[config.mk]
export PLATFORM = sky130hd
export DESIGN_NAME = fcsr_top
export DESIGN_NICKNAME = d
export VERILOG_FILES = /design/src/inc/fcsr_pkg.sv /design/src/inc/fcsr_acc_if.sv /design/src/rtl/fcsr_top.sv /design/src/rtl/fcsr_access.sv
export SDC_FILE = /design/constraint.sdc
export NUM_CORES = 1
export LEC_CHECK = 0
export BUFFER_PORTS_ARGS = -buffer_cell sky130_fd_sc_hd__buf_2
export CAP_MARGIN = 15
export CORE_ASPECT_RATIO = 0.75
export CORE_MARGIN = 5
export CORE_UTILIZATION = 46
export DETAILED_ROUTE_END_ITERATION = 8
export PLACE_DENSITY = 0.8
export REMOVE_ABC_BUFFERS = 1
export SLEW_MARGIN = 40
export SYNTH_ARGS = -nofsm -noshare
export SYNTH_HDL_FRONTEND = slang
export SYNTH_SLANG_ARGS = --single-unit
export TNS_END_PERCENT = 10
[constraint.sdc]
create_clock -name mclk -period 2.6 [get_ports mclk]
set_clock_uncertainty 0.1 [all_clocks]
set_input_delay 0.13 -clock mclk [delete_from_list [all_inputs] [get_ports mclk]]
set_output_delay 0.13 -clock mclk [all_outputs]
set_load 0.005 [all_outputs]
[src/inc/fcsr_pkg.sv]
package fcsr_pkg;

  // System addresses of the memory-mapped registers.
  localparam logic [31:0] ADDR_CCR = 32'hE000_EF34;
  localparam logic [31:0] ADDR_CAR = 32'hE000_EF38;
  localparam logic [31:0] ADDR_DSCR = 32'hE000_EF3C;
  localparam logic [31:0] ADDR_ACC = 32'hE000_ED88;

  // Reset values.
  localparam logic [31:0] CCR_RESET = 32'hC000_0000;
  localparam logic [31:0] CAR_RESET = 32'h0000_0000;
  localparam logic [31:0] SCR_RESET = 32'h0000_0000;
  localparam logic [31:0] DSCR_RESET = 32'h0000_0000;
  localparam logic [31:0] ACC_RESET = 32'h0000_0000;
  localparam logic [31:0] ZERO_WORD = 32'h0000_0000;

  // Implemented-bit masks; all other bits read as zero.
  localparam logic [31:0] CCR_MASK = 32'hC000_0003;
  localparam logic [31:0] CAR_MASK = 32'hFFFF_FFF8;
  localparam logic [31:0] SCR_MASK = 32'hF7C0_009F;
  localparam logic [31:0] DSCR_MASK = 32'h07C0_0000;
  localparam logic [31:0] ACC_MASK = 32'h00F0_0000;

  // Field positions.
  localparam int CCR_LSPEN = 30;
  localparam int CCR_USER = 1;
  localparam int CCR_LAZY = 0;
  localparam int CAR_LSB = 3;
  localparam int SCR_FLAG_HI = 31;
  localparam int SCR_FLAG_LO = 28;
  localparam int SCR_ALT_HALF = 26;
  localparam int SCR_DNAN = 25;
  localparam int SCR_FLUSH = 24;
  localparam int SCR_RM_HI = 23;
  localparam int SCR_RM_LO = 22;
  localparam int SCR_DENORM = 7;
  localparam int SCR_EXC_HI = 4;
  localparam int EXC_DENORM = 5;
  localparam int CP_FIRST_LO = 20;
  localparam int CP_SECOND_LO = 22;

  typedef enum logic [1:0] {
    CP_DENY = 2'h0,
    CP_PRIV = 2'h1,
    CP_RESV = 2'h2,
    CP_FULL = 2'h3
  } fcsr_cp_t;

  typedef enum logic [1:0] {
    RND_NEAREST = 2'h0,
    RND_PLUS_INF = 2'h1,
    RND_MINUS_INF = 2'h2,
    RND_ZERO = 2'h3
  } fcsr_round_t;

  typedef struct packed {
    logic [31:0] ccr;
    logic [31:0] car;
    logic [31:0] scr;
    logic [31:0] dscr;
    logic [31:0] acc_reg;
    logic [31:0] rdata;
    logic err;
    logic fault;
  } fcsr_state_t;

endpackage : fcsr_pkg

[src/inc/fcsr_acc_if.sv]
`timescale 1ns/1ps
interface fcsr_acc_if;
  logic [1:0] cp_first;
  logic [1:0] cp_second;
  logic instr_valid;
  logic instr_priv;
  logic fault;

  modport core (
    output cp_first,
    output cp_second,
    output instr_valid,
    output instr_priv,
    input fault
  );

  modport gate (
    input cp_first,
    input cp_second,
    input instr_valid,
    input instr_priv,
    output fault
  );
endinterface : fcsr_acc_if

[src/rtl/fcsr_top.sv]
`timescale 1ns/1ps
// What this block does
// - Context control bit 1 records user privilege at frame allocation.
// - Context control bit 0 reads 1 while lazy save is pending.
// - Frame address bits 31:3 hold the reserved empty register area.
// - Frame address bits 2:0 read zero; writes to them are dropped.
// - Status bits 31:28 hold N Z C V, updated by compares.
// - Bit 26 selects IEEE half format at 0, alternative at 1.
// - Bit 25 set makes NaN inputs return the default NaN.
// - Bit 24 set enables flush-to-zero, clear means full IEEE 754.
// - Bits 23:22 select nearest, plus, minus or toward-zero rounding.
// - Sticky exception bits 7 and 4:0 stay set until software writes 0.
// - Default status register holds mode defaults in bits 26:22.
// - The unit leaves reset disabled; instructions fault until enabled.
// - Access register reads and writes are allowed only when privileged.
// - Access fields: denied, privileged only, reserved, full access.
// - Default status register is read-write and resets to zero.
module fcsr_top
  import fcsr_pkg::*;
(
  input wire logic mclk,
  input wire logic rst_b,
  input wire logic bus_sel,
  input wire logic bus_write,
  input wire logic bus_priv,
  input wire logic [31:0] bus_addr,
  input wire logic [31:0] bus_wdata,
  output logic [31:0] bus_rdata,
  output logic bus_err,
  input wire logic scr_write,
  input wire logic [31:0] scr_wdata,
  output logic [31:0] scr_rdata,
  input wire logic cmp_valid,
  input wire logic [3:0] cmp_flags,
  input wire logic [5:0] exc_flags,
  input wire logic frame_alloc,
  input wire logic [31:0] frame_addr,
  input wire logic alloc_user,
  input wire logic lazy_save_done,
  input wire logic new_context,
  input wire logic fp_instr_valid,
  input wire logic fp_instr_priv,
  output logic no_coproc_fault,
  output logic alt_half_select,
  output logic default_nan_ctrl,
  output logic flush_to_zero_ctrl,
  output fcsr_round_t rounding_select
);

  fcsr_state_t state_r;
  fcsr_state_t state_nxt;
  logic [31:0] rd_word;

  fcsr_acc_if acc ();

  assign acc.cp_first = state_r.acc_reg[CP_FIRST_LO +: 2];
  assign acc.cp_second = state_r.acc_reg[CP_SECOND_LO +: 2];
  assign acc.instr_valid = fp_instr_valid;
  assign acc.instr_priv = fp_instr_priv;

  fcsr_access i_fcsr_access (
    .mclk(mclk),
    .rst_b(rst_b),
    .acc(acc)
  );

  always_comb begin
    state_nxt = state_r;
    rd_word = ZERO_WORD;
    state_nxt.err = 1'h0;
    state_nxt.fault = acc.fault;
    if (bus_sel) begin
      case (bus_addr)
        ADDR_CCR: begin
          rd_word = state_r.ccr;
          if (bus_write) begin
            state_nxt.ccr = bus_wdata & CCR_MASK;
          end
        end
        ADDR_CAR: begin
          rd_word = state_r.car;
          if (bus_write) begin
            state_nxt.car = bus_wdata & CAR_MASK;
          end
        end
        ADDR_DSCR: begin
          rd_word = state_r.dscr;
          if (bus_write) begin
            state_nxt.dscr = bus_wdata & DSCR_MASK;
          end
        end
        ADDR_ACC: begin
          // An unprivileged access is refused and leaves the field as it was.
          if (bus_priv) begin
            rd_word = state_r.acc_reg;
            if (bus_write) begin
              state_nxt.acc_reg = bus_wdata & ACC_MASK;
            end
          end else begin
            state_nxt.err = 1'h1;
          end
        end
        default: begin
          state_nxt.err = 1'h1;
        end
      endcase
      state_nxt.rdata = bus_write ? ZERO_WORD : rd_word;
    end
    // Hardware events come after software writes so that a hardware update always wins.
    if (lazy_save_done) begin
      state_nxt.ccr[CCR_LAZY] = 1'h0;
    end
    if (frame_alloc) begin
      state_nxt.car = frame_addr & CAR_MASK;
      state_nxt.ccr[CCR_USER] = alloc_user;
      if (state_r.ccr[CCR_LSPEN]) begin
        state_nxt.ccr[CCR_LAZY] = 1'h1;
      end
    end
    if (scr_write) begin
      state_nxt.scr = scr_wdata & SCR_MASK;
    end
    if (new_context) begin
      state_nxt.scr = (state_nxt.scr & ~DSCR_MASK) |
        (state_r.dscr & DSCR_MASK);
    end
    if (cmp_valid) begin
      state_nxt.scr[SCR_FLAG_HI:SCR_FLAG_LO] = cmp_flags;
    end
    state_nxt.scr[SCR_DENORM] =
      state_nxt.scr[SCR_DENORM] | exc_flags[EXC_DENORM];
    state_nxt.scr[SCR_EXC_HI:0] =
      state_nxt.scr[SCR_EXC_HI:0] | exc_flags[SCR_EXC_HI:0];
  end

  always_ff @(posedge mclk) begin
    if (!rst_b) begin
      state_r <= '{ccr: CCR_RESET, car: CAR_RESET, scr: SCR_RESET,
                   dscr: DSCR_RESET, acc_reg: ACC_RESET,
                   rdata: ZERO_WORD, err: 1'h0, fault: 1'h0};
    end else begin
      state_r <= state_nxt;
    end
  end

  assign bus_rdata = state_r.rdata;
  assign bus_err = state_r.err;
  assign scr_rdata = state_r.scr;
  assign no_coproc_fault = state_r.fault;
  assign alt_half_select = state_r.scr[SCR_ALT_HALF];
  assign default_nan_ctrl = state_r.scr[SCR_DNAN];
  assign flush_to_zero_ctrl = state_r.scr[SCR_FLUSH];
  assign rounding_select =
    fcsr_round_t'(state_r.scr[SCR_RM_HI:SCR_RM_LO]);
endmodule : fcsr_top

[src/rtl/fcsr_access.sv]
`timescale 1ns/1ps
module fcsr_access
  import fcsr_pkg::*;
(
  input wire logic mclk,
  input wire logic rst_b,
  fcsr_acc_if.gate acc
);

  // The reserved code is treated as denied so that it can never grant use.
  function automatic logic cp_denied(input logic [1:0] f, input logic priv);
    return (f == CP_DENY) || (f == CP_RESV) || ((f == CP_PRIV) && !priv);
  endfunction : cp_denied

  assign acc.fault = acc.instr_valid &&
    (cp_denied(acc.cp_first, acc.instr_priv) ||
     cp_denied(acc.cp_second, acc.instr_priv));
endmodule : fcsr_access

After elaboration in Yosys (flattened, before gate mapping)
Cells that the tools add are included.

word-level totals
  latch bits = 0
  memories kept = 0
  memory bits (read-only) = 0
  flip-flop bits (word level) = 108
  memory bits (writable) = 0

operators by class
  magnitude comparators = 0
  reductions and logical operators = 23
  shift-type cells = 0
  multiply operators = 0
  eq/ne operators = 8
  divide/modulo/power cells = 0
  bitwise gates (word level) = 3
  add/subtract/negate cells = 0
  muxes and demuxes = 16

operator list
  operator                number
  $mux W32                5
  $eq A32 B32 Y1 const B  4
  $pmux W32 S4            1
  $mux W34                2
  $or A32 B27 Y32         1
  $mux W24                1
  $reduce_and A3 Y1       4
  $reduce_bool A2 Y1      5
  $logic_or A1 B1 Y1      5
  $or A5 B5 Y5            1
  $eq A2 B1 Y1 const B    2
  $eq A2 B2 Y1 const B    2
  $logic_not A2 Y1        2
  $mux W2                 2
  $mux W4                 1
  $reduce_and A4 Y1       1
  $logic_and A1 B1 Y1     3
  $mux W1                 3
  $reduce_or A3 Y1        1
  $pmux W1 S2             1
  $reduce_and A2 Y1       1
  $logic_not A1 Y1        1
  $or A1 B1 Y1            1

Logic depth before layout (Yosys ltp)
Gate-level depths: netlist of run 1.

  word-level depth = 6
  depth in mapped cells = 7

Modules after synthesis
A second synthesis of run 1 with hierarchy kept.

second synthesis, totals
  cells, all modules = 491
  area total of the unflattened synthesis = 4,553.1 um2

by module, submodules not included
  module       cells an instance  area an instance (um2)  times used  seq. area each (um2)
  fcsr_top     488                4,536.9                 1           1,801.7
  fcsr_access  3                  16.3                    1           0.0

Least setup slack after synthesis of run 1
Ideal clock, no wire load.

  kind = input to register
  start point = in bus_addr[18]
  end point = reg state_r[133] in the netlist's numbering
  stages on the path = 7
  path slack = 716 ps
  setup time = 122 ps
  buffers on the path = 2
  required time = 2,378 ps
  arrival time = 1,663 ps
  cells stage by stage = nor4_1 -> nand3_2 -> nor4_4 -> a21boi_2 -> buf_6 -> buf_6 -> a221o_1

between the ends
  longest elaborated chain between the ends = 3

RTL lines
  item                          RTL line         text
  start, declared               fcsr_top.sv:26   input wire logic [31:0] bus_addr,
  $eq A32 B32 Y1                fcsr_top.sv:73   case (bus_addr)
  $reduce_bool A2 Y1 (no line)  n/a
  $reduce_and A3 Y1 (no line)   n/a
  end signal, assigned          fcsr_top.sv:138  state_r <= '{ccr: CCR_RESET, car: CAR_RESET, scr: SCR_RESET,
  end signal, assigned          fcsr_top.sv:142  state_r <= state_nxt;
  end, declared                 fcsr_top.sv:50   fcsr_state_t state_r;

Every way passes these cells.
A chain may end at the register's enable or synchronous reset.

Worst setup path after layout of run 1
  start point = in bus_addr[21]
  end point = reg state_r[162] in the netlist's numbering

between the ends
  longest elaborated chain between the ends = 6

RTL lines
  item                RTL line         text
  $eq A32 B32 Y1 (*)  fcsr_top.sv:73
  $mux W2 (*)         fcsr_top.sv:73
  $mux W34 (*)        fcsr_top.sv:72   if (bus_sel) begin
  $mux W1 (*)         fcsr_top.sv:110  if (lazy_save_done) begin
  $mux W1             fcsr_top.sv:116  if (state_r.ccr[CCR_LSPEN]) begin
  $mux W34 (*)        fcsr_top.sv:113  if (frame_alloc) begin

Mark *: on every way between the ends. The rest lies on a longest branch, timed or not. The select of a mux whose other input is x is not followed.

==> flow_results.xml, run 1 <==
<?xml version="1.0" encoding="UTF-8"?>
<metrics>
  <group name="detailed_routing">
    <metric name="vias_post_dr" unit="">3963</metric>
    <metric name="dr_wl_met2" unit="µm">5850</metric>
    <metric name="drt_first_iter_violations" unit="">285</metric>
    <metric name="via_per_inst" unit="">5.07</metric>
    <metric name="antenna_violating_nets_post_route" unit="">0</metric>
    <metric name="top_layer_used" unit="">met4</metric>
    <metric name="post_detailed_route_wirelength_per_cell" unit="µm">15.3</metric>
    <metric name="finalWirelength" unit="µm">12000</metric>
    <metric name="detail_route.wirelength.met1" unit="µm">4780</metric>
    <metric name="met3WireLength" unit="µm">1230</metric>
    <metric name="detail_route.first_pass.iterations" unit="">4</metric>
    <metric name="drc" unit="">0</metric>
  </group>
  <group name="setup_path">
    <metric name="regToRegSetupSlack" unit="ns">1.13</metric>
    <metric name="path_cells" unit="">buf_2, nor4_1, nand4_1, nor3_1, buf_4, mux2i_1, o21ai_0, dlygate4sd3_1</metric>
    <metric name="worst-setup-path-type" unit="">input port to flop</metric>
    <metric name="critical_path.endpoint_type" unit="">flop</metric>
    <metric name="cp.arrival" unit="ns">2.15</metric>
    <metric name="cp_slowest_cell" unit="">dlygate4sd3_1</metric>
    <metric name="worstRegToRegCells" unit="">3</metric>
    <metric name="cp_num_buf_inv" unit="">3</metric>
    <metric name="rr_startpoint" unit="">scr_rdata[7]</metric>
    <metric name="timing.rr.end" unit="">scr_rdata[7]</metric>
    <metric name="timing.critical_path.from_type" unit="">input port</metric>
    <metric name="critPathTopFamily" unit="">simple AND/OR/NAND/NOR gates</metric>
    <metric name="critical_path.max_fanout" unit="">4</metric>
    <metric name="max_stage_delay" unit="ns">0.57</metric>
    <metric name="critPathRequiredTime" unit="ns">2.72</metric>
  </group>
  <group name="sta">
    <metric name="whs" unit="ns">0.0145</metric>
    <metric name="fin_tns_setup" unit="ns">0</metric>
    <metric name="unrepaired_setup_endpoints_after_global_routing" unit="">false</metric>
    <metric name="layout_min_cycle_time" unit="ns">2.04</metric>
    <metric name="number_of_pins_with_negative_max_slew_slack_in_the_final_report" unit="">0</metric>
    <metric name="finalSetupViolations" unit="">0</metric>
    <metric name="hold_violation_count_in_the_final_report" unit="">0</metric>
    <metric name="worst_slew_margin_rel" unit="%">49.4</metric>
    <metric name="final_worst_path_period_share" unit="%">78.3</metric>
    <metric name="actual_slew_at_the_worst_max_slew_pin" unit="ns">0.759</metric>
    <metric name="fmaxAchievable" unit="GHz">0.491</metric>
  </group>
  <group name="logic_synthesis">
    <metric name="yosys_most_used_dff" unit="">dfxtp_1</metric>
    <metric name="synth_enable_flop_cells" unit="">0</metric>
    <metric name="synth_simple_gate_area_share" unit="%">22.5</metric>
    <metric name="post_synth_fa_ha_maj_area_fraction" unit="%">0</metric>
    <metric name="synth_top_family_by_area" unit="">simple AND/OR/NAND/NOR gates</metric>
    <metric name="postSynthRegisterBits" unit="">90</metric>
    <metric name="ys_top_cells_by_area" unit="">dfxtp_1 40%, buf_4 11%, nor2b_1 6.9%</metric>
    <metric name="fraction_of_the_mapped_netlist_area_in_compound_gates" unit="%">14.9</metric>
    <metric name="synthMostInstantiatedCell" unit="">dfxtp_1</metric>
    <metric name="synth_cell_types" unit="">39</metric>
    <metric name="synth-seq-area-share" unit="%">40.3</metric>
    <metric name="synth.avg_cell_area" unit="µm²">9.35</metric>
    <metric name="yosys.area.top_type" unit="">dfxtp_1</metric>
    <metric name="netlist_top_cells_count" unit="">90 x dfxtp_1, 67 x buf_4, 49 x nor2b_1, 31 x and3_1, 31 x nand2_1</metric>
    <metric name="portion_of_synthesized_cell_area_occupied_by_the_leading_cell_type" unit="%">40.3</metric>
    <metric name="ys_async_sr_fraction" unit="%">0</metric>
    <metric name="synth_xor_xnor_area_share" unit="%">0</metric>
    <metric name="yosys_warnings" unit="">0</metric>
    <metric name="synthCells" unit="">478</metric>
    <metric name="area_of_the_mapped_netlist" unit="mm²">0.00447</metric>
    <metric name="synth.mux.area_fraction" unit="%">7.64</metric>
  </group>
  <group name="clock_network">
    <metric name="post-cts-setup-buffer-count" unit="">0</metric>
    <metric name="post_cts_resized" unit="">0</metric>
    <metric name="hold_buffers" unit="">43</metric>
    <metric name="clock_latency_late_sink" unit="ns">0.34</metric>
    <metric name="clk_pin_slew_worst_paths" unit="ns">0.06</metric>
    <metric name="cts.root.buffer_cell" unit="">clkbuf_16</metric>
    <metric name="clock_tree.htree_level_count" unit="">3</metric>
    <metric name="tritoncts" unit="">done</metric>
    <metric name="worst_case_clock_buffer_depth" unit="">2</metric>
    <metric name="tritoncts_num_sinks" unit="">90</metric>
    <metric name="cts_inserted_buffers" unit="">9</metric>
  </group>
  <group name="min_path">
    <metric name="worstHoldStart" unit="">scr_wdata[4]</metric>
    <metric name="holdCritPathClass" unit="">input port to flop</metric>
    <metric name="worst_hold_path.num_cells" unit="">3</metric>
    <metric name="timing.hold.worst_endpoint" unit="">scr_rdata[4]</metric>
  </group>
  <group name="power">
    <metric name="share_seq_of_total_power" unit="%">47.7</metric>
    <metric name="switching_power" unit="µW">684</metric>
    <metric name="report.power.total" unit="mW">3.03</metric>
    <metric name="irDropWorstVdd" unit="µV">446</metric>
    <metric name="p_leak" unit="nW">2.72</metric>
    <metric name="clock_power_share" unit="%">40.5</metric>
    <metric name="power_density" unit="mW/mm²">526</metric>
    <metric name="share_comb_of_total_power" unit="%">11.8</metric>
    <metric name="intPower" unit="mW">2.35</metric>
    <metric name="sw_frac_of_total" unit="%">22.5</metric>
  </group>
  <group name="flow_run">
    <metric name="timing.max_cap.violations" unit="">0</metric>
  </group>
  <group name="floorplanning">
    <metric name="die-area" unit="mm²">0.0118</metric>
    <metric name="ioPinCount" unit="">222</metric>
    <metric name="design.core.area" unit="mm²">0.00958</metric>
    <metric name="initial_utilization" unit="%">46.7</metric>
    <metric name="die_width" unit="µm">124</metric>
    <metric name="die_height" unit="µm">95.4</metric>
    <metric name="placement_rows" unit="">31</metric>
  </group>
  <group name="placed_design">
    <metric name="number_of_input_and_output_port_buffers_inserted" unit="">182</metric>
    <metric name="gpl.final_weighted_congestion" unit="">0.753</metric>
    <metric name="detailed_place_hpwl" unit="µm">8470</metric>
    <metric name="place.detailed.instances" unit="">722</metric>
    <metric name="dpl_cell_area" unit="mm²">0.00506</metric>
  </group>
  <group name="global_route">
    <metric name="vias_in_the_first_global_route" unit="">3864</metric>
    <metric name="grt_pass1_wl" unit="µm">18300</metric>
    <metric name="grt.overflow.total" unit="">0</metric>
    <metric name="initial_antenna_violation_count" unit="">0</metric>
    <metric name="grt_start_max_net_pins" unit="">92</metric>
    <metric name="grt.total_usage" unit="%">19.7</metric>
  </group>
  <group name="finish">
    <metric name="stdcell_area" unit="mm²">0.00577</metric>
    <metric name="final_net_count" unit="">795</metric>
    <metric name="stdcell_count" unit="">781</metric>
    <metric name="num_antenna_cells" unit="">0</metric>
    <metric name="syn2layout_area_growth" unit="%">29.1</metric>
    <metric name="final-seq-area" unit="mm²">0.00180</metric>
    <metric name="multi_input_comb_area" unit="mm²">0.00209</metric>
    <metric name="post_route_cells_drive_above_1_share" unit="%">34.1</metric>
    <metric name="layout.filler_cells" unit="">832</metric>
  </group>
  <group name="outcome">
    <metric name="status" unit="">complete, no violations</metric>
  </group>
</metrics>
## layout make-up
cell class | count | area share, %
tap | 132 | 2.86
multi-input combinational | 306 | 36.2
inverter | 3 | 0.195
clock inverter | 2 | 0.173
sequential | 90 | 31.2
clock buffer | 14 | 4.75
timing repair buffer | 234 | 24.6
## registers in the layout, summed over array words and instances (netlist names)
signal,count
state_r,38
bus_err,1
scr_rdata,15
bus_rdata,31
acc.cp_second,2
acc.cp_first,2
no_coproc_fault,1
## routing by layer
metal	up-vias	global-route usage (%)
met5	-	0
met4	0	6.27
met3	16	6.23
met2	198	33.8
met1	1814	23.6
li1	1935	-
## power by group through the flow
stage / Sequential [mW] / Clock, mW / Combinational [mW]
2_1_floorplan: 1.47 / 0 / 0.114
3_3_place_gp: 1.47 / 0 / 0.296
3_5_place_dp: 1.48 / 0 / 0.305
4_1_cts: 1.45 / 1.27 / 0.357
5_1_grt: 1.45 / 1.32 / 0.392
6_report: 1.45 / 1.23 / 0.359
## cell families after synthesis
kind of cell / after synthesis
multiplexers: 33
AND/OR/NAND/NOR: 162
buffers and inverters: 99
other: 1
flip-flops: 90
AO/OA/AOI/OAI: 93
## cells in the final DEF, fill, tap and decap left out, types with 7 or more instances in the layout
cell,netlist,routed
clkbuf_16,0,9
a21oi_1,26,26
dfxtp_1,90,90
conb_1,1,18
dlygate4sd3_1,0,43
o21ai_0,17,17
nor2b_1,49,49
nand2b_1,7,7
nand4_1,7,7
buf_4,67,8
nor2_1,7,7
mux2_2,9,9
a221o_1,29,29
nand2_1,31,31
mux2i_1,24,24
and3_1,31,31
and2_1,10,10
buf_2,4,182
## how the worst max path moves through the flow
stage | startpoint | end | slack, ns | cells past startpoint
floorplan | bus_addr[18] | bus_rdata[10] | -0.23 | 5
global placement | bus_addr[24] | state_r[148] | 0.35 | 7
detailed placement | bus_addr[25] | state_r[141] | 0.29 | 7
CTS | bus_addr[21] | state_r[163] | 0.61 | 8
global route | bus_addr[18] | state_r[163] | 0.33 | 8
finish | bus_addr[21] | state_r[162] | 0.56 | 8
## tightest hold or removal path: stages
cell and delay [ns]:
buf_2 0.07, mux2_2 0.13, o21a_1 0.09
## stage by stage
stage               util [%]  setup slack, ns
finish                  60.2            0.565
floorplan                  -           -0.232
CTS                     60.2            0.611
global route            60.2            0.329
global placement        52.8            0.353
detailed placement      52.8            0.294
No activity file was read; power rests on OpenSTA's default activity.
==> run 2: changes to the inputs <==
Settings changed: CORE_UTILIZATION 46 to 42, PLACE_DENSITY 0.8 to 0.77.
Clock period 2.6 ns to 1.8 ns, I/O delays scaled along.
==> flow_results.xml, run 2 (same netlist as run 1, synthesis figures left out) <==
<?xml version="1.0" encoding="UTF-8"?>
<metrics>
  <group name="detailed_routing">
    <metric name="drt_first_iter_violations" unit="">193</metric>
    <metric name="vias_post_dr" unit="">4097</metric>
    <metric name="post_detailed_route_wirelength_per_cell" unit="µm">15.9</metric>
    <metric name="via_per_inst" unit="">4.94</metric>
    <metric name="detail_route.first_pass.iterations" unit="">4</metric>
    <metric name="drc" unit="">0</metric>
    <metric name="finalWirelength" unit="µm">13100</metric>
    <metric name="antenna_violating_nets_post_route" unit="">0</metric>
  </group>
  <group name="setup_path">
    <metric name="cp.arrival" unit="ns">1.83</metric>
    <metric name="timing.critical_path.from_type" unit="">input port</metric>
    <metric name="cp_slowest_cell" unit="">dlygate4sd3_1</metric>
    <metric name="crit_start" unit="">bus_sel</metric>
    <metric name="critPathRequiredTime" unit="ns">1.96</metric>
    <metric name="critical_path.endpoint_type" unit="">flop</metric>
    <metric name="critical_path.max_fanout" unit="">20</metric>
    <metric name="worst-setup-path-type" unit="">input port to flop</metric>
    <metric name="cp_num_buf_inv" unit="">3</metric>
    <metric name="max_stage_delay" unit="ns">0.55</metric>
    <metric name="path_cells" unit="">dlygate4sd3_1, buf_2, nor2b_2, nor4b_2, buf_4, a21oi_1, nor2b_1</metric>
    <metric name="critPathTopFamily" unit="">buffers and inverters</metric>
    <metric name="rr_startpoint" unit="">scr_rdata[2]</metric>
  </group>
  <group name="power">
    <metric name="power_density" unit="mW/mm²">756</metric>
    <metric name="p_leak" unit="nW">2.94</metric>
    <metric name="irDropWorstVdd" unit="µV">577</metric>
  </group>
  <group name="clock_network">
    <metric name="cts_inserted_buffers" unit="">9</metric>
    <metric name="tritoncts" unit="">done</metric>
    <metric name="cts.root.buffer_cell" unit="">clkbuf_16</metric>
    <metric name="tritoncts_num_sinks" unit="">90</metric>
    <metric name="clk_pin_slew_worst_paths" unit="ns">0.06</metric>
    <metric name="clock_latency_late_sink" unit="ns">0.33</metric>
    <metric name="worst_case_clock_buffer_depth" unit="">2</metric>
    <metric name="clock_tree.htree_level_count" unit="">3</metric>
  </group>
  <group name="finish">
    <metric name="final_net_count" unit="">839</metric>
    <metric name="largest_register_ffs" unit="">38</metric>
    <metric name="mostFrequentLayoutCell" unit="">buf_2</metric>
    <metric name="post_route_cells_drive_above_1_share" unit="%">34.2</metric>
    <metric name="stdcell_count" unit="">829</metric>
    <metric name="largest_register_by_flop_count" unit="">state_r</metric>
    <metric name="syn2layout_area_growth" unit="%">39.9</metric>
    <metric name="num_antenna_cells" unit="">0</metric>
    <metric name="stdcell_area" unit="mm²">0.00625</metric>
    <metric name="layout.core_utilization" unit="%">60.5</metric>
    <metric name="commonest_cells_after_routing_fill_and_taps_aside" unit="">182 x buf_2, 90 x dfxtp_1, 73 x dlygate4sd3_1</metric>
  </group>
  <group name="flow_run">
    <metric name="timing.max_cap.violations" unit="">0</metric>
  </group>
  <group name="global_route">
    <metric name="grt.total_usage" unit="%">19.9</metric>
    <metric name="vias_in_the_first_global_route" unit="">4279</metric>
    <metric name="grt_pass1_wl" unit="µm">20700</metric>
    <metric name="initial_antenna_violation_count" unit="">0</metric>
    <metric name="grt_start_max_net_pins" unit="">48</metric>
    <metric name="grt.overflow.total" unit="">0</metric>
  </group>
  <group name="floorplanning">
    <metric name="die_width" unit="µm">129</metric>
    <metric name="die_height" unit="µm">99.3</metric>
    <metric name="placement_rows" unit="">32</metric>
    <metric name="die-area" unit="mm²">0.0128</metric>
    <metric name="ioPinCount" unit="">222</metric>
    <metric name="design.core.area" unit="mm²">0.0103</metric>
    <metric name="initial_utilization" unit="%">43.3</metric>
  </group>
  <group name="sta">
    <metric name="layout_min_cycle_time" unit="ns">1.67</metric>
    <metric name="unrepaired_setup_endpoints_after_global_routing" unit="">false</metric>
    <metric name="finalSetupViolations" unit="">0</metric>
    <metric name="fmaxAchievable" unit="GHz">0.598</metric>
    <metric name="number_of_pins_with_negative_max_slew_slack_in_the_final_report" unit="">0</metric>
    <metric name="finalWorstSetupSlack" unit="ns">0.128</metric>
    <metric name="hold_violation_count_in_the_final_report" unit="">0</metric>
    <metric name="final_worst_path_period_share" unit="%">92.9</metric>
  </group>
  <group name="placed_design">
    <metric name="pre_cts_slack" unit="ns">-0.118</metric>
    <metric name="place.detailed.instances" unit="">740</metric>
    <metric name="detailed_place_hpwl" unit="µm">9220</metric>
    <metric name="number_of_input_and_output_port_buffers_inserted" unit="">182</metric>
    <metric name="dpl_cell_area" unit="mm²">0.00519</metric>
    <metric name="gpl.final_weighted_congestion" unit="">0.798</metric>
  </group>
  <group name="outcome">
    <metric name="status" unit="">complete, no violations</metric>
  </group>
  <group name="min_path">
    <metric name="worstHoldStart" unit="">frame_addr[23]</metric>
    <metric name="holdCritPathClass" unit="">input port to flop</metric>
  </group>
</metrics>
-- run 2: changes by cell type in the layout (fill, tap and decap cells not counted) --
cell / change
bufinv_16: +2
buf_4: +12
clkinv_2: -1
clkbuf_8: -1
nor2b_2: +1
nor2b_1: -1
clkbuf_1: -1
clkinv_4: +1
buf_12: +2
dlygate4sd3_1: +30
-- run 2: repair_timing --
action	in CTS	in global routing
resized for setup	0	1
setup buffers	0	0
hold endpoints to repair	54	0
hold buffers	73	0
endpoints found under the setup margin	0	20
-- run 2: through the flow --
stage	setup TNS, ns	hold WS, ns	power, mW
after global placement	-1.81	0.199	2.57
after global routing	0	0.00129	4.91
after CTS	0	0.000617	4.78
after floorplan	-27.36	0.0519	2.29
after detailed placement	-3.45	0.203	2.59
final	0	0.0140	4.73
-- run 2: final cells by class --
class                      count  area, µm²
timing repair buffer         278       1850
sequential                    90       1800
fill                         894       4080
inverter                       3       11.3
tap                          136        170
clock buffer                  12        256
clock inverter                 4       73.8
multi-input combinational    306       2090
-- run 2: worst register-to-register path: cells and delay by family, from the launching register on --
kind / cells / cell delay, ns
flip-flops: 1 / 0.31
multiplexers: 1 / 0.26
buffers and inverters: 1 / 0.55
AO/OA/AOI/OAI: 1 / 0.17
-- run 2: final timing paths --
| check | to | slack (ns) | depth (start not counted) |
|---|---|---|---|
| hold / removal | state_r[153] | 0.01 | 3 |
| setup reg to reg | scr_rdata[2] | 0.30 | 3 |
| setup / recovery | bus_rdata[18] | 0.13 | 7 |
| hold reg to reg | bus_rdata[31] | 0.35 | 2 |
-- run 2: layer usage --
metal	part of all wire, %	global-route usage, %	wire [µm]	vias to the layer above
met4	0.74	4.04	97	0
met5	0	0	0	-
li1	-	-	-	2027
met3	8.0	5.80	1050	10
met1	40	23.1	5300	1879
met2	51	36.5	6690	181
-- run 2: report_power, final --
part	total [mW]	internal [mW]	switching, mW
registers	2.09	2.06	0.0355
logic	0.592	0.351	0.241
clock network	2.05	1.29	0.754
total	4.73	3.70	1.03
